<file path="config.mk">
export PLATFORM = sky130hd
export DESIGN_NAME = tcr_regs
export DESIGN_NICKNAME = d
export VERILOG_FILES = /design/src/tcr_pkg.sv /design/src/tcr_sync.sv /design/src/tcr_cmp.sv /design/src/tcr_regs.sv
export SDC_FILE = /design/constraint.sdc
export NUM_CORES = 1
export LEC_CHECK = 0
export ABC_CLOCK_PERIOD_IN_PS = 6000
export BUFFER_PORTS_ARGS = -buffer_cell sky130_fd_sc_hd__buf_2
export CAP_MARGIN = 5
export CELL_PAD_IN_SITES_DETAIL_PLACEMENT = 2
export CELL_PAD_IN_SITES_GLOBAL_PLACEMENT = 2
export CORE_UTILIZATION = 32
export DETAILED_ROUTE_END_ITERATION = 7
export PLACE_DENSITY_LB_ADDON = 0.1
export SYNTH_ARGS = -nofsm -noshare
export SYNTH_HDL_FRONTEND = slang
export SYNTH_SLANG_ARGS = --single-unit
</file>
<file path="constraint.sdc">
create_clock -name clk -period 6 [get_ports clk]
set_input_delay 1.2 -clock clk [delete_from_list [all_inputs] [get_ports clk]]
set_output_delay 1.2 -clock clk [all_outputs]
set_load 0.005 [all_outputs]
</file>
<file path="src/tcr_pkg.sv">
// Constants, mode tables and helper functions for the timer register set.
package tcr_pkg;

    // Register offsets in I/O space.
    localparam logic [5:0] OFS_CAPTURE_LOW = 6'h26;
    localparam logic [5:0] OFS_CAPTURE_HIGH = 6'h27;
    localparam logic [5:0] OFS_CMP_B_LOW = 6'h28;
    localparam logic [5:0] OFS_CMP_B_HIGH = 6'h29;
    localparam logic [5:0] OFS_CMP_A_LOW = 6'h2A;
    localparam logic [5:0] OFS_CMP_A_HIGH = 6'h2B;
    localparam logic [5:0] OFS_COUNTER_LOW = 6'h2C;
    localparam logic [5:0] OFS_COUNTER_HIGH = 6'h2D;
    localparam logic [5:0] OFS_FLAGS = 6'h38;
    localparam logic [5:0] OFS_MASK = 6'h39;

    // Data-space accesses sit this far above the I/O offsets.
    localparam logic [7:0] DATA_SPACE_BASE = 8'h20;
    localparam logic [7:0] IO_SPACE_LIMIT = 8'h40;

    // Flag and mask bit positions.
    localparam int BIT_CAPTURE = 5;
    localparam int BIT_CMP_A = 4;
    localparam int BIT_CMP_B = 3;
    localparam int BIT_OVERFLOW = 2;
    localparam logic [7:0] FLAG_BITS = 8'h3C;

    // Values after reset.
    localparam logic [7:0] RESET_BYTE = 8'h00;
    localparam logic [15:0] RESET_WORD = 16'h0000;

    // Counter landmarks.
    localparam logic [15:0] MAX_VALUE = 16'hFFFF;
    localparam logic [15:0] BOTTOM_VALUE = 16'h0000;
    localparam logic [15:0] TOP_8BIT = 16'h00FF;
    localparam logic [15:0] TOP_9BIT = 16'h01FF;
    localparam logic [15:0] TOP_10BIT = 16'h03FF;

    // Mode sets, one bit per waveform mode number.
    localparam logic [15:0] MODES_CAPTURE_TOP = 16'h5500;
    localparam logic [15:0] MODES_CMP_A_TOP = 16'h8A10;
    localparam logic [15:0] MODES_TOP_8BIT = 16'h0022;
    localparam logic [15:0] MODES_TOP_9BIT = 16'h0044;
    localparam logic [15:0] MODES_TOP_10BIT = 16'h0088;
    localparam logic [15:0] MODES_IMMEDIATE = 16'h3011;
    localparam logic [15:0] MODES_UPDATE_TOP = 16'h0C0E;
    localparam logic [15:0] MODES_OVF_TOP = 16'hC0E0;

    // Points of the count sequence.
    typedef enum logic [1:0] {PT_NOW, PT_MAX, PT_TOP, PT_BOTTOM} tcr_point_t;

    // Returns the TOP value of the given mode.
    function automatic logic [15:0] tcr_top_value(input logic [3:0] mode,
        input logic [15:0] cmp_a, input logic [15:0] capture);
        if (MODES_CAPTURE_TOP[mode])
            return capture;
        else if (MODES_CMP_A_TOP[mode])
            return cmp_a;
        else if (MODES_TOP_8BIT[mode])
            return TOP_8BIT;
        else if (MODES_TOP_9BIT[mode])
            return TOP_9BIT;
        else if (MODES_TOP_10BIT[mode])
            return TOP_10BIT;
        return MAX_VALUE;
    endfunction : tcr_top_value

    // Returns where the overflow flag is set in the given mode.
    function automatic tcr_point_t tcr_overflow_point(input logic [3:0] mode);
        if (MODES_IMMEDIATE[mode])
            return PT_MAX;
        else if (MODES_OVF_TOP[mode])
            return PT_TOP;
        return PT_BOTTOM;
    endfunction : tcr_overflow_point

    // Returns where buffered compare values become active.
    function automatic tcr_point_t tcr_update_point(input logic [3:0] mode);
        if (MODES_IMMEDIATE[mode])
            return PT_NOW;
        else if (MODES_UPDATE_TOP[mode])
            return PT_TOP;
        return PT_BOTTOM;
    endfunction : tcr_update_point

endpackage : tcr_pkg

</file>
<file path="src/tcr_sync.sv">
// Three-stage input synchroniser with filtered level and edge pulses.
`timescale 1ns/1ps
module tcr_sync
    import tcr_pkg::*;
(
    // Clock and reset.
    input wire logic clk,
    input wire logic rst_b,
    // Asynchronous input.
    input wire logic pin_async,
    // Filtered edge pulses.
    output logic rise,
    output logic fall
);

    // Synchroniser chain; stage one feeds only stage two.
    logic [2:0] chain_reg;
    // Accepted level, changed only when stages two and three agree.
    logic level_reg;

    // Shift the pin into the chain.
    always_ff @(posedge clk or negedge rst_b)
    begin
        if (!rst_b)
            chain_reg <= 3'h0;
        else
            chain_reg <= {chain_reg[1:0], pin_async};
    end

    // Accept a new level and pulse the matching edge output.
    always_ff @(posedge clk or negedge rst_b)
    begin
        if (!rst_b)
        begin
            level_reg <= 1'b0;
            rise <= 1'b0;
            fall <= 1'b0;
        end
        else
        begin
            if (chain_reg[1] == chain_reg[2])
                level_reg <= chain_reg[2];
            rise <= (chain_reg[1] == chain_reg[2]) && chain_reg[2] && !level_reg;
            fall <= (chain_reg[1] == chain_reg[2]) && !chain_reg[2] && level_reg;
        end
    end

endmodule : tcr_sync

</file>
<file path="src/tcr_cmp.sv">
// One compare channel: full-width match, flag request and waveform event.
`timescale 1ns/1ps
module tcr_cmp
    import tcr_pkg::*;
(
    // Clock and reset.
    input wire logic clk,
    input wire logic rst_b,
    // Counter side.
    input wire logic timer_tick,
    input wire logic blocked,
    input wire logic [15:0] counter_value,
    input wire logic [15:0] compare,
    // Software strobe.
    input wire logic force_strobe,
    // Results.
    output logic flag_set,
    output logic match_event
);

    // Match of the full word, valid during the current timer cycle.
    logic match;

    assign match = timer_tick && !blocked && (counter_value == compare);

    // Flag request only from a real match; event also from the strobe.
    always_ff @(posedge clk or negedge rst_b)
    begin
        if (!rst_b)
        begin
            flag_set <= 1'b0;
            match_event <= 1'b0;
        end
        else
        begin
            flag_set <= match;
            match_event <= match || force_strobe;
        end
    end

endmodule : tcr_cmp

</file>
<file path="src/tcr_regs.sv">
// Compare, capture and interrupt register set of the 16-bit timer.
// Summary of operation
// - Compare write commits both bytes via temp
// - Capture read samples both bytes together
// - One temp byte serves all wide registers
// - Full-width compare against counter every timer tick
// - Capture copies counter on pin or comparator
// - Capture value can be the counter TOP
// - Capture interrupt needs enable, global, flag
// - Compare A interrupt needs enable, global, flag
// - Compare B interrupt needs enable, global, flag
// - Overflow interrupt needs enable, global, flag
// - Capture event sets capture flag
// - Capture-as-TOP sets flag at TOP instead
// - Compare A flag set tick after match
// - Compare B flag set tick after match
// - Force strobe never sets match flag
// - Overflow flag point follows waveform mode
// - Vector execution clears its flag
// - Writing one clears flag, zero keeps
// - I/O offsets, data space plus 0x20
// - Counter write blocks next tick's matches
// - Capture pin ignored when capture is TOP
// - Mode picks overflow and compare update points
`timescale 1ns/1ps
module tcr_regs
    import tcr_pkg::*;
(
    // Clock and reset.
    input wire logic clk,
    input wire logic rst_b,
    // Processor I/O bus.
    input wire logic [7:0] io_addr,
    input wire logic io_data_space,
    input wire logic io_wr,
    input wire logic io_rd,
    input wire logic [7:0] io_wdata,
    output logic [7:0] io_rdata,
    // Counter datapath.
    input wire logic timer_tick,
    input wire logic [15:0] counter_value,
    input wire logic [3:0] waveform_mode_select,
    output logic counter_wr,
    output logic [15:0] counter_wr_data,
    output logic [15:0] counter_top,
    // Compare channels.
    input wire logic force_compare_a,
    input wire logic force_compare_b,
    output logic compare_a_event,
    output logic compare_b_event,
    // Capture sources.
    input wire logic capture_input_pin,
    input wire logic comparator_out,
    input wire logic capture_from_comparator,
    input wire logic capture_rising_edge,
    // Interrupt control.
    input wire logic global_irq_enable,
    input wire logic ack_capture,
    input wire logic ack_compare_a,
    input wire logic ack_compare_b,
    input wire logic ack_overflow,
    output logic irq_capture,
    output logic irq_compare_a,
    output logic irq_compare_b,
    output logic irq_overflow
);

    // Decoded I/O offset and hit.
    logic [7:0] io_ofs;
    logic io_hit;
    // Shared temporary high byte.
    logic [7:0] temp_reg;
    // Buffered (software) and active compare values.
    logic [15:0] cmp_a_buf_reg;
    logic [15:0] cmp_b_buf_reg;
    logic [15:0] cmp_a_reg;
    logic [15:0] cmp_b_reg;
    // Capture value, mask and flags.
    logic [15:0] capture_reg;
    logic [7:0] mask_reg;
    logic [7:0] flags_reg;
    // Match suppression after a counter write.
    logic cnt_block_reg;
    // Count sequence landmarks.
    logic [15:0] top_now;
    logic at_top;
    logic at_bottom;
    logic at_max;
    logic update_now;
    logic ovf_set;
    logic capture_is_top;
    // Capture source edges.
    logic pin_rise;
    logic pin_fall;
    logic acmp_rise;
    logic acmp_fall;
    logic cap_event;
    // Compare flag requests.
    logic cmp_a_set;
    logic cmp_b_set;
    // Flag set and clear vectors.
    logic [7:0] flag_set;
    logic [7:0] flag_clr;
    // Read multiplexer.
    logic [7:0] rd_mux;

    // True when the current access hits the given offset.
    function automatic logic io_at(input logic [5:0] ofs);
        return io_hit && (io_ofs[5:0] == ofs);
    endfunction : io_at

    always_comb
    begin
        io_ofs = io_data_space ? io_addr - DATA_SPACE_BASE : io_addr;
        io_hit = io_ofs < IO_SPACE_LIMIT;
    end

    // Landmarks of the count sequence for the selected mode.
    always_comb
    begin
        top_now = tcr_top_value(waveform_mode_select, cmp_a_reg, capture_reg);
        capture_is_top = MODES_CAPTURE_TOP[waveform_mode_select];
        at_top = timer_tick && (counter_value == top_now);
        at_bottom = timer_tick && (counter_value == BOTTOM_VALUE);
        at_max = timer_tick && (counter_value == MAX_VALUE);
        case (tcr_update_point(waveform_mode_select))
            PT_NOW: update_now = 1'b1;
            PT_TOP: update_now = at_top;
            default: update_now = at_bottom;
        endcase
        case (tcr_overflow_point(waveform_mode_select))
            PT_MAX: ovf_set = at_max;
            PT_TOP: ovf_set = at_top;
            default: ovf_set = at_bottom;
        endcase
    end

    // Capture source selection and edge polarity.
    always_comb
    begin
        if (capture_from_comparator)
            cap_event = capture_rising_edge ? acmp_rise : acmp_fall;
        else
            cap_event = capture_rising_edge ? pin_rise : pin_fall;
        if (capture_is_top)
            cap_event = 1'b0;
    end

    // Synchronisers for the two asynchronous capture sources.
    tcr_sync u_pin_sync (
        .clk(clk),
        .rst_b(rst_b),
        .pin_async(capture_input_pin),
        .rise(pin_rise),
        .fall(pin_fall)
    );

    tcr_sync u_acmp_sync (
        .clk(clk),
        .rst_b(rst_b),
        .pin_async(comparator_out),
        .rise(acmp_rise),
        .fall(acmp_fall)
    );

    // Compare channels A and B.
    tcr_cmp u_cmp_a (
        .clk(clk),
        .rst_b(rst_b),
        .timer_tick(timer_tick),
        .blocked(cnt_block_reg),
        .counter_value(counter_value),
        .compare(cmp_a_reg),
        .force_strobe(force_compare_a),
        .flag_set(cmp_a_set),
        .match_event(compare_a_event)
    );

    tcr_cmp u_cmp_b (
        .clk(clk),
        .rst_b(rst_b),
        .timer_tick(timer_tick),
        .blocked(cnt_block_reg),
        .counter_value(counter_value),
        .compare(cmp_b_reg),
        .force_strobe(force_compare_b),
        .flag_set(cmp_b_set),
        .match_event(compare_b_event)
    );

    // Temporary high byte: loaded by high writes and counter or capture low reads.
    always_ff @(posedge clk or negedge rst_b)
    begin
        if (!rst_b)
            temp_reg <= RESET_BYTE;
        else if (io_wr && (io_at(OFS_CMP_A_HIGH) || io_at(OFS_CMP_B_HIGH) ||
                 io_at(OFS_CAPTURE_HIGH) || io_at(OFS_COUNTER_HIGH)))
            temp_reg <= io_wdata;
        else if (io_rd && io_at(OFS_COUNTER_LOW))
            temp_reg <= counter_value[15:8];
        else if (io_rd && io_at(OFS_CAPTURE_LOW))
            temp_reg <= capture_reg[15:8];
    end

    // Compare buffers take both bytes on the low-byte write.
    always_ff @(posedge clk or negedge rst_b)
    begin
        if (!rst_b)
        begin
            cmp_a_buf_reg <= RESET_WORD;
            cmp_b_buf_reg <= RESET_WORD;
        end
        else
        begin
            if (io_wr && io_at(OFS_CMP_A_LOW))
                cmp_a_buf_reg <= {temp_reg, io_wdata};
            if (io_wr && io_at(OFS_CMP_B_LOW))
                cmp_b_buf_reg <= {temp_reg, io_wdata};
        end
    end

    // Active compare values follow the buffers at the mode's update point.
    always_ff @(posedge clk or negedge rst_b)
    begin
        if (!rst_b)
        begin
            cmp_a_reg <= RESET_WORD;
            cmp_b_reg <= RESET_WORD;
        end
        else if (update_now)
        begin
            cmp_a_reg <= cmp_a_buf_reg;
            cmp_b_reg <= cmp_b_buf_reg;
        end
    end

    // Capture register; a capture event wins over a software write.
    always_ff @(posedge clk or negedge rst_b)
    begin
        if (!rst_b)
            capture_reg <= RESET_WORD;
        else if (cap_event)
            capture_reg <= counter_value;
        else if (io_wr && io_at(OFS_CAPTURE_LOW))
            capture_reg <= {temp_reg, io_wdata};
    end

    // Counter write goes out as a pulse and arms the match block.
    always_ff @(posedge clk or negedge rst_b)
    begin
        if (!rst_b)
        begin
            counter_wr <= 1'b0;
            counter_wr_data <= RESET_WORD;
            cnt_block_reg <= 1'b0;
        end
        else
        begin
            counter_wr <= io_wr && io_at(OFS_COUNTER_LOW);
            if (io_wr && io_at(OFS_COUNTER_LOW))
                counter_wr_data <= {temp_reg, io_wdata};
            if (io_wr && io_at(OFS_COUNTER_LOW))
                cnt_block_reg <= 1'b1;
            else if (timer_tick)
                cnt_block_reg <= 1'b0;
        end
    end

    // TOP value handed to the counter datapath.
    always_ff @(posedge clk or negedge rst_b)
    begin
        if (!rst_b)
            counter_top <= MAX_VALUE;
        else
            counter_top <= top_now;
    end

    // Flag set and clear sources.
    always_comb
    begin
        flag_set = RESET_BYTE;
        flag_set[BIT_CAPTURE] = cap_event || (capture_is_top && at_top);
        flag_set[BIT_CMP_A] = cmp_a_set;
        flag_set[BIT_CMP_B] = cmp_b_set;
        flag_set[BIT_OVERFLOW] = ovf_set;
        flag_clr = (io_wr && io_at(OFS_FLAGS)) ? io_wdata : RESET_BYTE;
        flag_clr[BIT_CAPTURE] = flag_clr[BIT_CAPTURE] || ack_capture;
        flag_clr[BIT_CMP_A] = flag_clr[BIT_CMP_A] || ack_compare_a;
        flag_clr[BIT_CMP_B] = flag_clr[BIT_CMP_B] || ack_compare_b;
        flag_clr[BIT_OVERFLOW] = flag_clr[BIT_OVERFLOW] || ack_overflow;
    end

    // Flags: a set in the same cycle as a clear wins.
    always_ff @(posedge clk or negedge rst_b)
    begin
        if (!rst_b)
            flags_reg <= RESET_BYTE;
        else
            flags_reg <= ((flags_reg & ~flag_clr) | flag_set) & FLAG_BITS;
    end

    // Interrupt mask; bits of other timers read as zero here.
    always_ff @(posedge clk or negedge rst_b)
    begin
        if (!rst_b)
            mask_reg <= RESET_BYTE;
        else if (io_wr && io_at(OFS_MASK))
            mask_reg <= io_wdata & FLAG_BITS;
    end

    // Interrupt requests: enable, global enable and flag together.
    always_ff @(posedge clk or negedge rst_b)
    begin
        if (!rst_b)
        begin
            irq_capture <= 1'b0;
            irq_compare_a <= 1'b0;
            irq_compare_b <= 1'b0;
            irq_overflow <= 1'b0;
        end
        else
        begin
            irq_capture <= global_irq_enable && mask_reg[BIT_CAPTURE] &&
                           flags_reg[BIT_CAPTURE];
            irq_compare_a <= global_irq_enable && mask_reg[BIT_CMP_A] &&
                             flags_reg[BIT_CMP_A];
            irq_compare_b <= global_irq_enable && mask_reg[BIT_CMP_B] &&
                             flags_reg[BIT_CMP_B];
            irq_overflow <= global_irq_enable && mask_reg[BIT_OVERFLOW] &&
                            flags_reg[BIT_OVERFLOW];
        end
    end

    // Read data; high bytes of counter and capture come from temp.
    always_comb
    begin
        case (io_ofs[5:0])
            OFS_CAPTURE_LOW: rd_mux = capture_reg[7:0];
            OFS_CAPTURE_HIGH: rd_mux = temp_reg;
            OFS_CMP_B_LOW: rd_mux = cmp_b_buf_reg[7:0];
            OFS_CMP_B_HIGH: rd_mux = cmp_b_buf_reg[15:8];
            OFS_CMP_A_LOW: rd_mux = cmp_a_buf_reg[7:0];
            OFS_CMP_A_HIGH: rd_mux = cmp_a_buf_reg[15:8];
            OFS_COUNTER_LOW: rd_mux = counter_value[7:0];
            OFS_COUNTER_HIGH: rd_mux = temp_reg;
            OFS_FLAGS: rd_mux = flags_reg;
            OFS_MASK: rd_mux = mask_reg;
            default: rd_mux = RESET_BYTE;
        endcase
        if (!io_hit)
            rd_mux = RESET_BYTE;
    end

    // Read data register, updated on each read and held otherwise.
    always_ff @(posedge clk or negedge rst_b)
    begin
        if (!rst_b)
            io_rdata <= RESET_BYTE;
        else if (io_rd)
            io_rdata <= rd_mux;
    end
endmodule : tcr_regs

</file>
# Word level (Yosys, flattened, before mapping)
# Memories as Yosys holds them, arrays and structs flattened.
# Index checks and enable logic that the tools add are counted.
# op_classes
addsub	1
magnitude_cmp	2
n_eq_ne	19
muxes	46
bitwise_logic	3
reduce_logical	63
# ops
operator	n
2-to-1 mux 16 bit	8
one-hot mux 8 bit (9 select lines)	1
== test 6 bit, second input constant	10
== test 16 bit	3
logical AND 1 bit	42
2-to-1 mux 8 bit	5
2-to-1 mux 1 bit	23
== test 16 bit, second input constant	1
logical NOT 16 bit	1
2-to-1 mux 2 bit	6
logical OR 1 bit	10
less-than comparator 8 x 7 -> 1 bit, second input constant	1
subtractor 8 x 6 -> 8 bit, second input constant	1
bitwise AND 6 bit	1
2-to-1 mux 6 bit	1
NOT 6 bit	1
bitwise OR 6 bit	1
logical NOT 1 bit	5
less-than comparator 4 x 5 -> 1 bit, second input constant	1
== test 2 bit, second input constant	2
one-hot mux 1 bit (2 select lines)	2
nonzero test 2 bit	2
nonzero test 3 bit	1
== test 1 bit	2
3 further kinds	3
# word_totals
register_bits	158
mem_bits_ro	128
input_bits	53
memories	8
# mem_list
memory	words	word_bits	rd	rd_ports_with_merged_regs	write_ports	line	rtl
(name not given)	16	1	1	0	0	tcr_pkg.sv:71	else if (MODES_OVF_TOP[mode])
(name not given)	16	1	1	0	0	tcr_pkg.sv:69	if (MODES_IMMEDIATE[mode])
(name not given)	16	1	1	0	0	tcr_pkg.sv:80	else if (MODES_UPDATE_TOP[mode])
(name not given)	16	1	1	0	0	tcr_regs.sv:122	capture_is_top = MODES_CAPTURE_TOP[waveform_mode_select];
(name not given)	16	1	1	0	0	tcr_pkg.sv:62	else if (MODES_TOP_10BIT[mode])
(name not given)	16	1	1	0	0	tcr_pkg.sv:60	else if (MODES_TOP_9BIT[mode])
+2 memories	-	-	-	-	-	-	

# Logic depth before layout (Yosys ltp)
# depth
ltp_word	13
depth_mapped	11

# Modules after synthesis
# Synthesis repeated with hierarchy kept, for this count alone.
# unflattened
cells_unflattened	887
area_unflattened_um2	8539.4
# by_module_without_submodules
mod	n_inst	cells_per_inst	area_per_inst_um2	seq_area_each_um2
tcr_regs	1	807	7623.6	3573.4
tcr_cmp	2	27	247.7	50.0
tcr_sync	2	13	210.2	150.1

# Least setup slack after synthesis
# Ideal clock, no wire load.
# synth_path
kind	input -> register
from	in waveform_mode_select[1]
to	reg cmp_a_reg[0]
arrival_ns	3.515
slack_ns	2.360
stages	10
path_cell_list	buf_2 -> or4b_1 -> buf_2 -> o221a_2 -> a211oi_1 -> nand4_1 -> nor4_2 -> o31ai_2 -> buf_6 -> mux2_4
# synth_via
elab_chain_len	11
elab_cells_between_ends	33
# synth_rtl
element	line	rtl
from (decl)	tcr_regs.sv:42	input wire logic [3:0] waveform_mode_select,
memory read (16 x 1 bit)	-	
2-to-1 mux 1 bit (implied by the code)	tcr_pkg.sv:62	
2-to-1 mux 1 bit	tcr_pkg.sv:62	
2-to-1 mux 1 bit	tcr_pkg.sv:60	
2-to-1 mux 1 bit	tcr_pkg.sv:58	else if (MODES_TOP_8BIT[mode])
2-to-1 mux 1 bit	tcr_pkg.sv:56	else if (MODES_CMP_A_TOP[mode])
2-to-1 mux 1 bit	tcr_pkg.sv:54	if (MODES_CAPTURE_TOP[mode])
2-to-1 mux 16 bit	tcr_pkg.sv:64	return MAX_VALUE;
== test 16 bit	tcr_regs.sv:123	at_top = timer_tick && (counter_value == top_now);
logical AND 1 bit	tcr_regs.sv:123	
one-hot mux 1 bit (2 select lines) *	tcr_regs.sv:126	case (tcr_update_point(waveform_mode_select))
to (signal assigned)	tcr_regs.sv:232	cmp_a_reg <= cmp_a_buf_reg;
to (decl)	tcr_regs.sv:76	logic [15:0] cmp_a_reg;
# Every way passes the cells marked *; elsewhere a longest branch is shown, timed or not. The select of a mux whose other input is x is not followed.
# A chain may end at the register's enable or synchronous reset.

# Final worst setup path
# layout_path
from	in waveform_mode_select[0]
to	reg cmp_a_reg[0]
# layout_via
elab_chain_len	11
elab_cells_between_ends	33
# layout_rtl
element	line	rtl
memory read (16 x 1 bit)	-	
2-to-1 mux 1 bit (implied by the code)	tcr_pkg.sv:62	
2-to-1 mux 1 bit	tcr_pkg.sv:62	
2-to-1 mux 1 bit	tcr_pkg.sv:60	
2-to-1 mux 1 bit	tcr_pkg.sv:58	
2-to-1 mux 1 bit	tcr_pkg.sv:56	
2-to-1 mux 1 bit	tcr_pkg.sv:54	
2-to-1 mux 16 bit *	tcr_pkg.sv:64	
net top_now[4]	tcr_regs.sv:85	logic [15:0] top_now;
== test 16 bit *	tcr_regs.sv:123	
logical AND 1 bit *	tcr_regs.sv:123	
one-hot mux 1 bit (2 select lines) *	tcr_regs.sv:126	
# Mark *: on every way through the listed nets, which the timed path passes. The rest lies on a longest branch. The select of a mux whose other input is x is not followed.

==> flow_metrics.tcl <==
set metrics [dict create \
    fin_cells 1124 \
    worst_r2r_path_depth 9 \
    yosysSeqAreaShare_pct 50.5 \
    fp.dieArea_sq_um 25200 \
    syn-cell-area_sq_um 7870 \
    timing.max_slew.rel_slack_pct 37.7 \
    route.final.wire_length_mm 27.7 \
    status "completed" \
    critical_path_required_ns 6.31 \
    synth_top_cell_by_area "dfrtp_1" \
    dp.cells 1090 \
    routed-wl-met3_mm 1.06 \
    first_global_vias 6820 \
    setup.worst_path.class "input pin to flip-flop" \
    leakage_power_of_the_design_nw 4.44 \
    synth_top_cells_by_area "dfrtp_1, mux2_2, mux2_4, dfstp_2, nand2_1" \
    grt_setup_unrepaired "no" \
    timing_max_transition_violations_final 0 \
    worst_pin_slew_ns 0.932 \
    postSynth.topFlopCell "dfrtp_1" \
    timing.rr.start "cmp_a_reg[9]$_DFFE_PN0P_" \
    crit_arrival_ns 4.46 \
    cts_buffers 17 \
    cts.clk_slew.worst_paths_ns 0.06 \
    drive_above_1_share_pct 32.3 \
    timing.critical_path.from "waveform_mode_select[0]" \
    gp_congestion 0.817 \
    post_synth.cell_area_avg_sq_um 11.2 \
    most-common-layout-cells "dfrtp_1, buf_2, nand2_1" \
    p_per_area_nw_per_um2 307 \
    timing.max_cap.violations 0 \
    totalNegativeSetupSlack_ns 0 \
    grt_overflow 0 \
    design.portCount 100 \
    die_height_um 159 \
    async_set_or_reset_flop_fraction_in_the_synthesized_netlist_pct 100 \
    vias_per_cell 5.38 \
    cell_variety_after_synth 60 \
    final_net_count 844 \
    final.period_utilization_pct 69.2 \
    worst_r2r_endpoint "cmp_a_reg[0]$_DFFE_PN0P_" \
    grt_first_pass_wirelength_mm 43.1 \
    ant_nets 0 \
    wl_met1_mm 12.9 \
    antenna_found_initial 1 \
    effective_utilization_at_floorplan_pct 32.5 \
    most_common_library_cell_in_the_layout_ignoring_fill_and_taps "dfrtp_1" \
    cts_setup_buffers 0 \
    net_count_synth 759 \
    cts_max_path_buffers 2 \
    synthesis.instances 701 \
    synth_top_cell_area_share_pct 45.2 \
    cts_tree "yes" \
    wire_per_inst_um 24.6 \
    drt_first_pass_iters 6 \
    final.setup_skew_ns 0.00862 \
    grt_max_degree 69 \
    number_of_enable_flip_flop_cells_after_synthesis 0 \
    cts_hold_repair.buffers 0 \
    worst_setup_path_endpoint "cmp_a_reg[0]$_DFFE_PN0P_" \
    cts_repair_resize_count 0 \
    dp_hpwl_mm 20.5 \
    ctsRootBufferMaster "clkbuf_16" \
    flow.area_growth_from_synthesis_pct 17.7 \
    critical_path.max_fanout 39 \
    drtIter0Drc 313 \
    die_x_um 159 \
    drc_violations 0 \
    synth_warnings 0 \
    placeableCoreArea_sq_um 24200 \
    start_kind "input pin" \
    rrSetupSlack_ns 2.69 \
    achievable-frequency_ghz 0.241 \
    worst_skew_pair.late_latency_ns 0.43 \
    finalHoldViolCount 0 \
    max-vdd-ir-drop_uv 193 \
    cts_num_sinks 158 \
    highest_layer "met4" \
    cts_h_tree_depth 4 \
    final_area_sq_um 9260 \
    placedInstanceArea_sq_um 8650 \
    utilization_pct 38.2 \
    wl_met2_mm 13.0 \
    ys_ff_latch 158 \
    power_mw 2.84 \
    finalCriticalPeriod_ns 4.15 \
    route.vias.total 6050 \
    gr-usage-all-layers_pct 22.9 \
    portBuffers 99 \
    hold_path_class "flip-flop to flip-flop" \
    rows 57 \
    final-setup-viol-count 0 \
    crit_path_end_kind "flip-flop" \
]
cells in the mapped netlist, types with 3 or more instances:
cell type,number
ha_1,5
xnor2_1,17
nand4_1,15
a22oi_1,11
nand2b_1,13
clkbuf_1,26
mux2_2,57
and3b_1,4
or2_2,4
buf_2,6
nor3_1,8
mux2_4,30
nor2_1,31
dfstp_2,16
o21ai_0,40
dfrtp_1,142
nor3b_1,3
buf_6,3
mux4_2,6
nand3_1,5
a21oi_1,26
a222oi_1,10
nor4_1,9
nand2_1,60
mux2i_1,15
nand3b_1,4
o22ai_1,20
and2_1,5
a22o_1,5
buf_1,4
xor2_1,14
a31o_2,5
nor2b_1,9
inv_1,33
and3_1,10
per-stage QoR:
step           hold slack, ns  setup WS, ns
4_1_cts                 0.353          1.84
5_1_grt                 0.353          1.59
6_report                0.350          1.85
3_5_place_dp            0.338          1.41
2_1_floorplan           0.331          2.36
3_3_place_gp            0.335          1.52
per-layer routing:
metal	up-vias	GRT usage (%)
met1	3171	31.5
met4	0	8.08
met3	30	3.19
li1	2695	-
met2	154	36.7
met5	-	0
worst max-delay path, stage by stage:
cell       delay, ns
buf_2           0.31
or4b_1          0.80
nor2_1          0.18
a21oi_1         0.07
a222oi_1        0.39
o2111ai_1       0.25
nor4_2          0.43
o31ai_4         0.10
buf_4           0.33
mux2_4          0.37
final cells by class:
class	count	area [sq um]
antenna	1	2.50
clock buffer	21	460
clock inverter	11	130
fill	2593	15000
inverter	33	124
multi-input combinational	471	3610
sequential	158	3970
tap	324	405
timing repair buffer	105	554
worst min-delay path by stage:
stage,startpoint,cells past startpoint,endpoint,slack (ns)
finish,u_pin_sync.chain_reg[0]$_DFF_PN0_,0,u_pin_sync.chain_reg[1]$_DFF_PN0_,0.35
global route,u_pin_sync.chain_reg[0]$_DFF_PN0_,0,u_pin_sync.chain_reg[1]$_DFF_PN0_,0.35
CTS,u_pin_sync.chain_reg[0]$_DFF_PN0_,0,u_pin_sync.chain_reg[1]$_DFF_PN0_,0.35
detailed placement,u_pin_sync.chain_reg[0]$_DFF_PN0_,0,u_pin_sync.chain_reg[1]$_DFF_PN0_,0.34
global placement,u_acmp_sync.chain_reg[0]$_DFF_PN0_,0,u_acmp_sync.chain_reg[1]$_DFF_PN0_,0.33
floorplan,u_acmp_sync.chain_reg[0]$_DFF_PN0_,0,u_acmp_sync.chain_reg[1]$_DFF_PN0_,0.33
kinds of logic after synthesis:
kind of cell | Yosys count | synth area share [%]
adder cells (fa/ha/maj) | 6 | 0.922
buffers and inverters | 72 | 3.82
XOR/XNOR | 31 | 3.45
AO/OA/AOI/OAI | 140 | 11.7
multiplexers | 108 | 17.5
flip-flops | 158 | 50.5
AND/OR/NAND/NOR | 186 | 12.1
where the power goes:
group	internal, mW	switching [mW]
logic	0.170	0.230
clock network	0.640	0.466
registers	1.18	0.154
total	1.99	0.850
(Power assumes the default switching activity.)
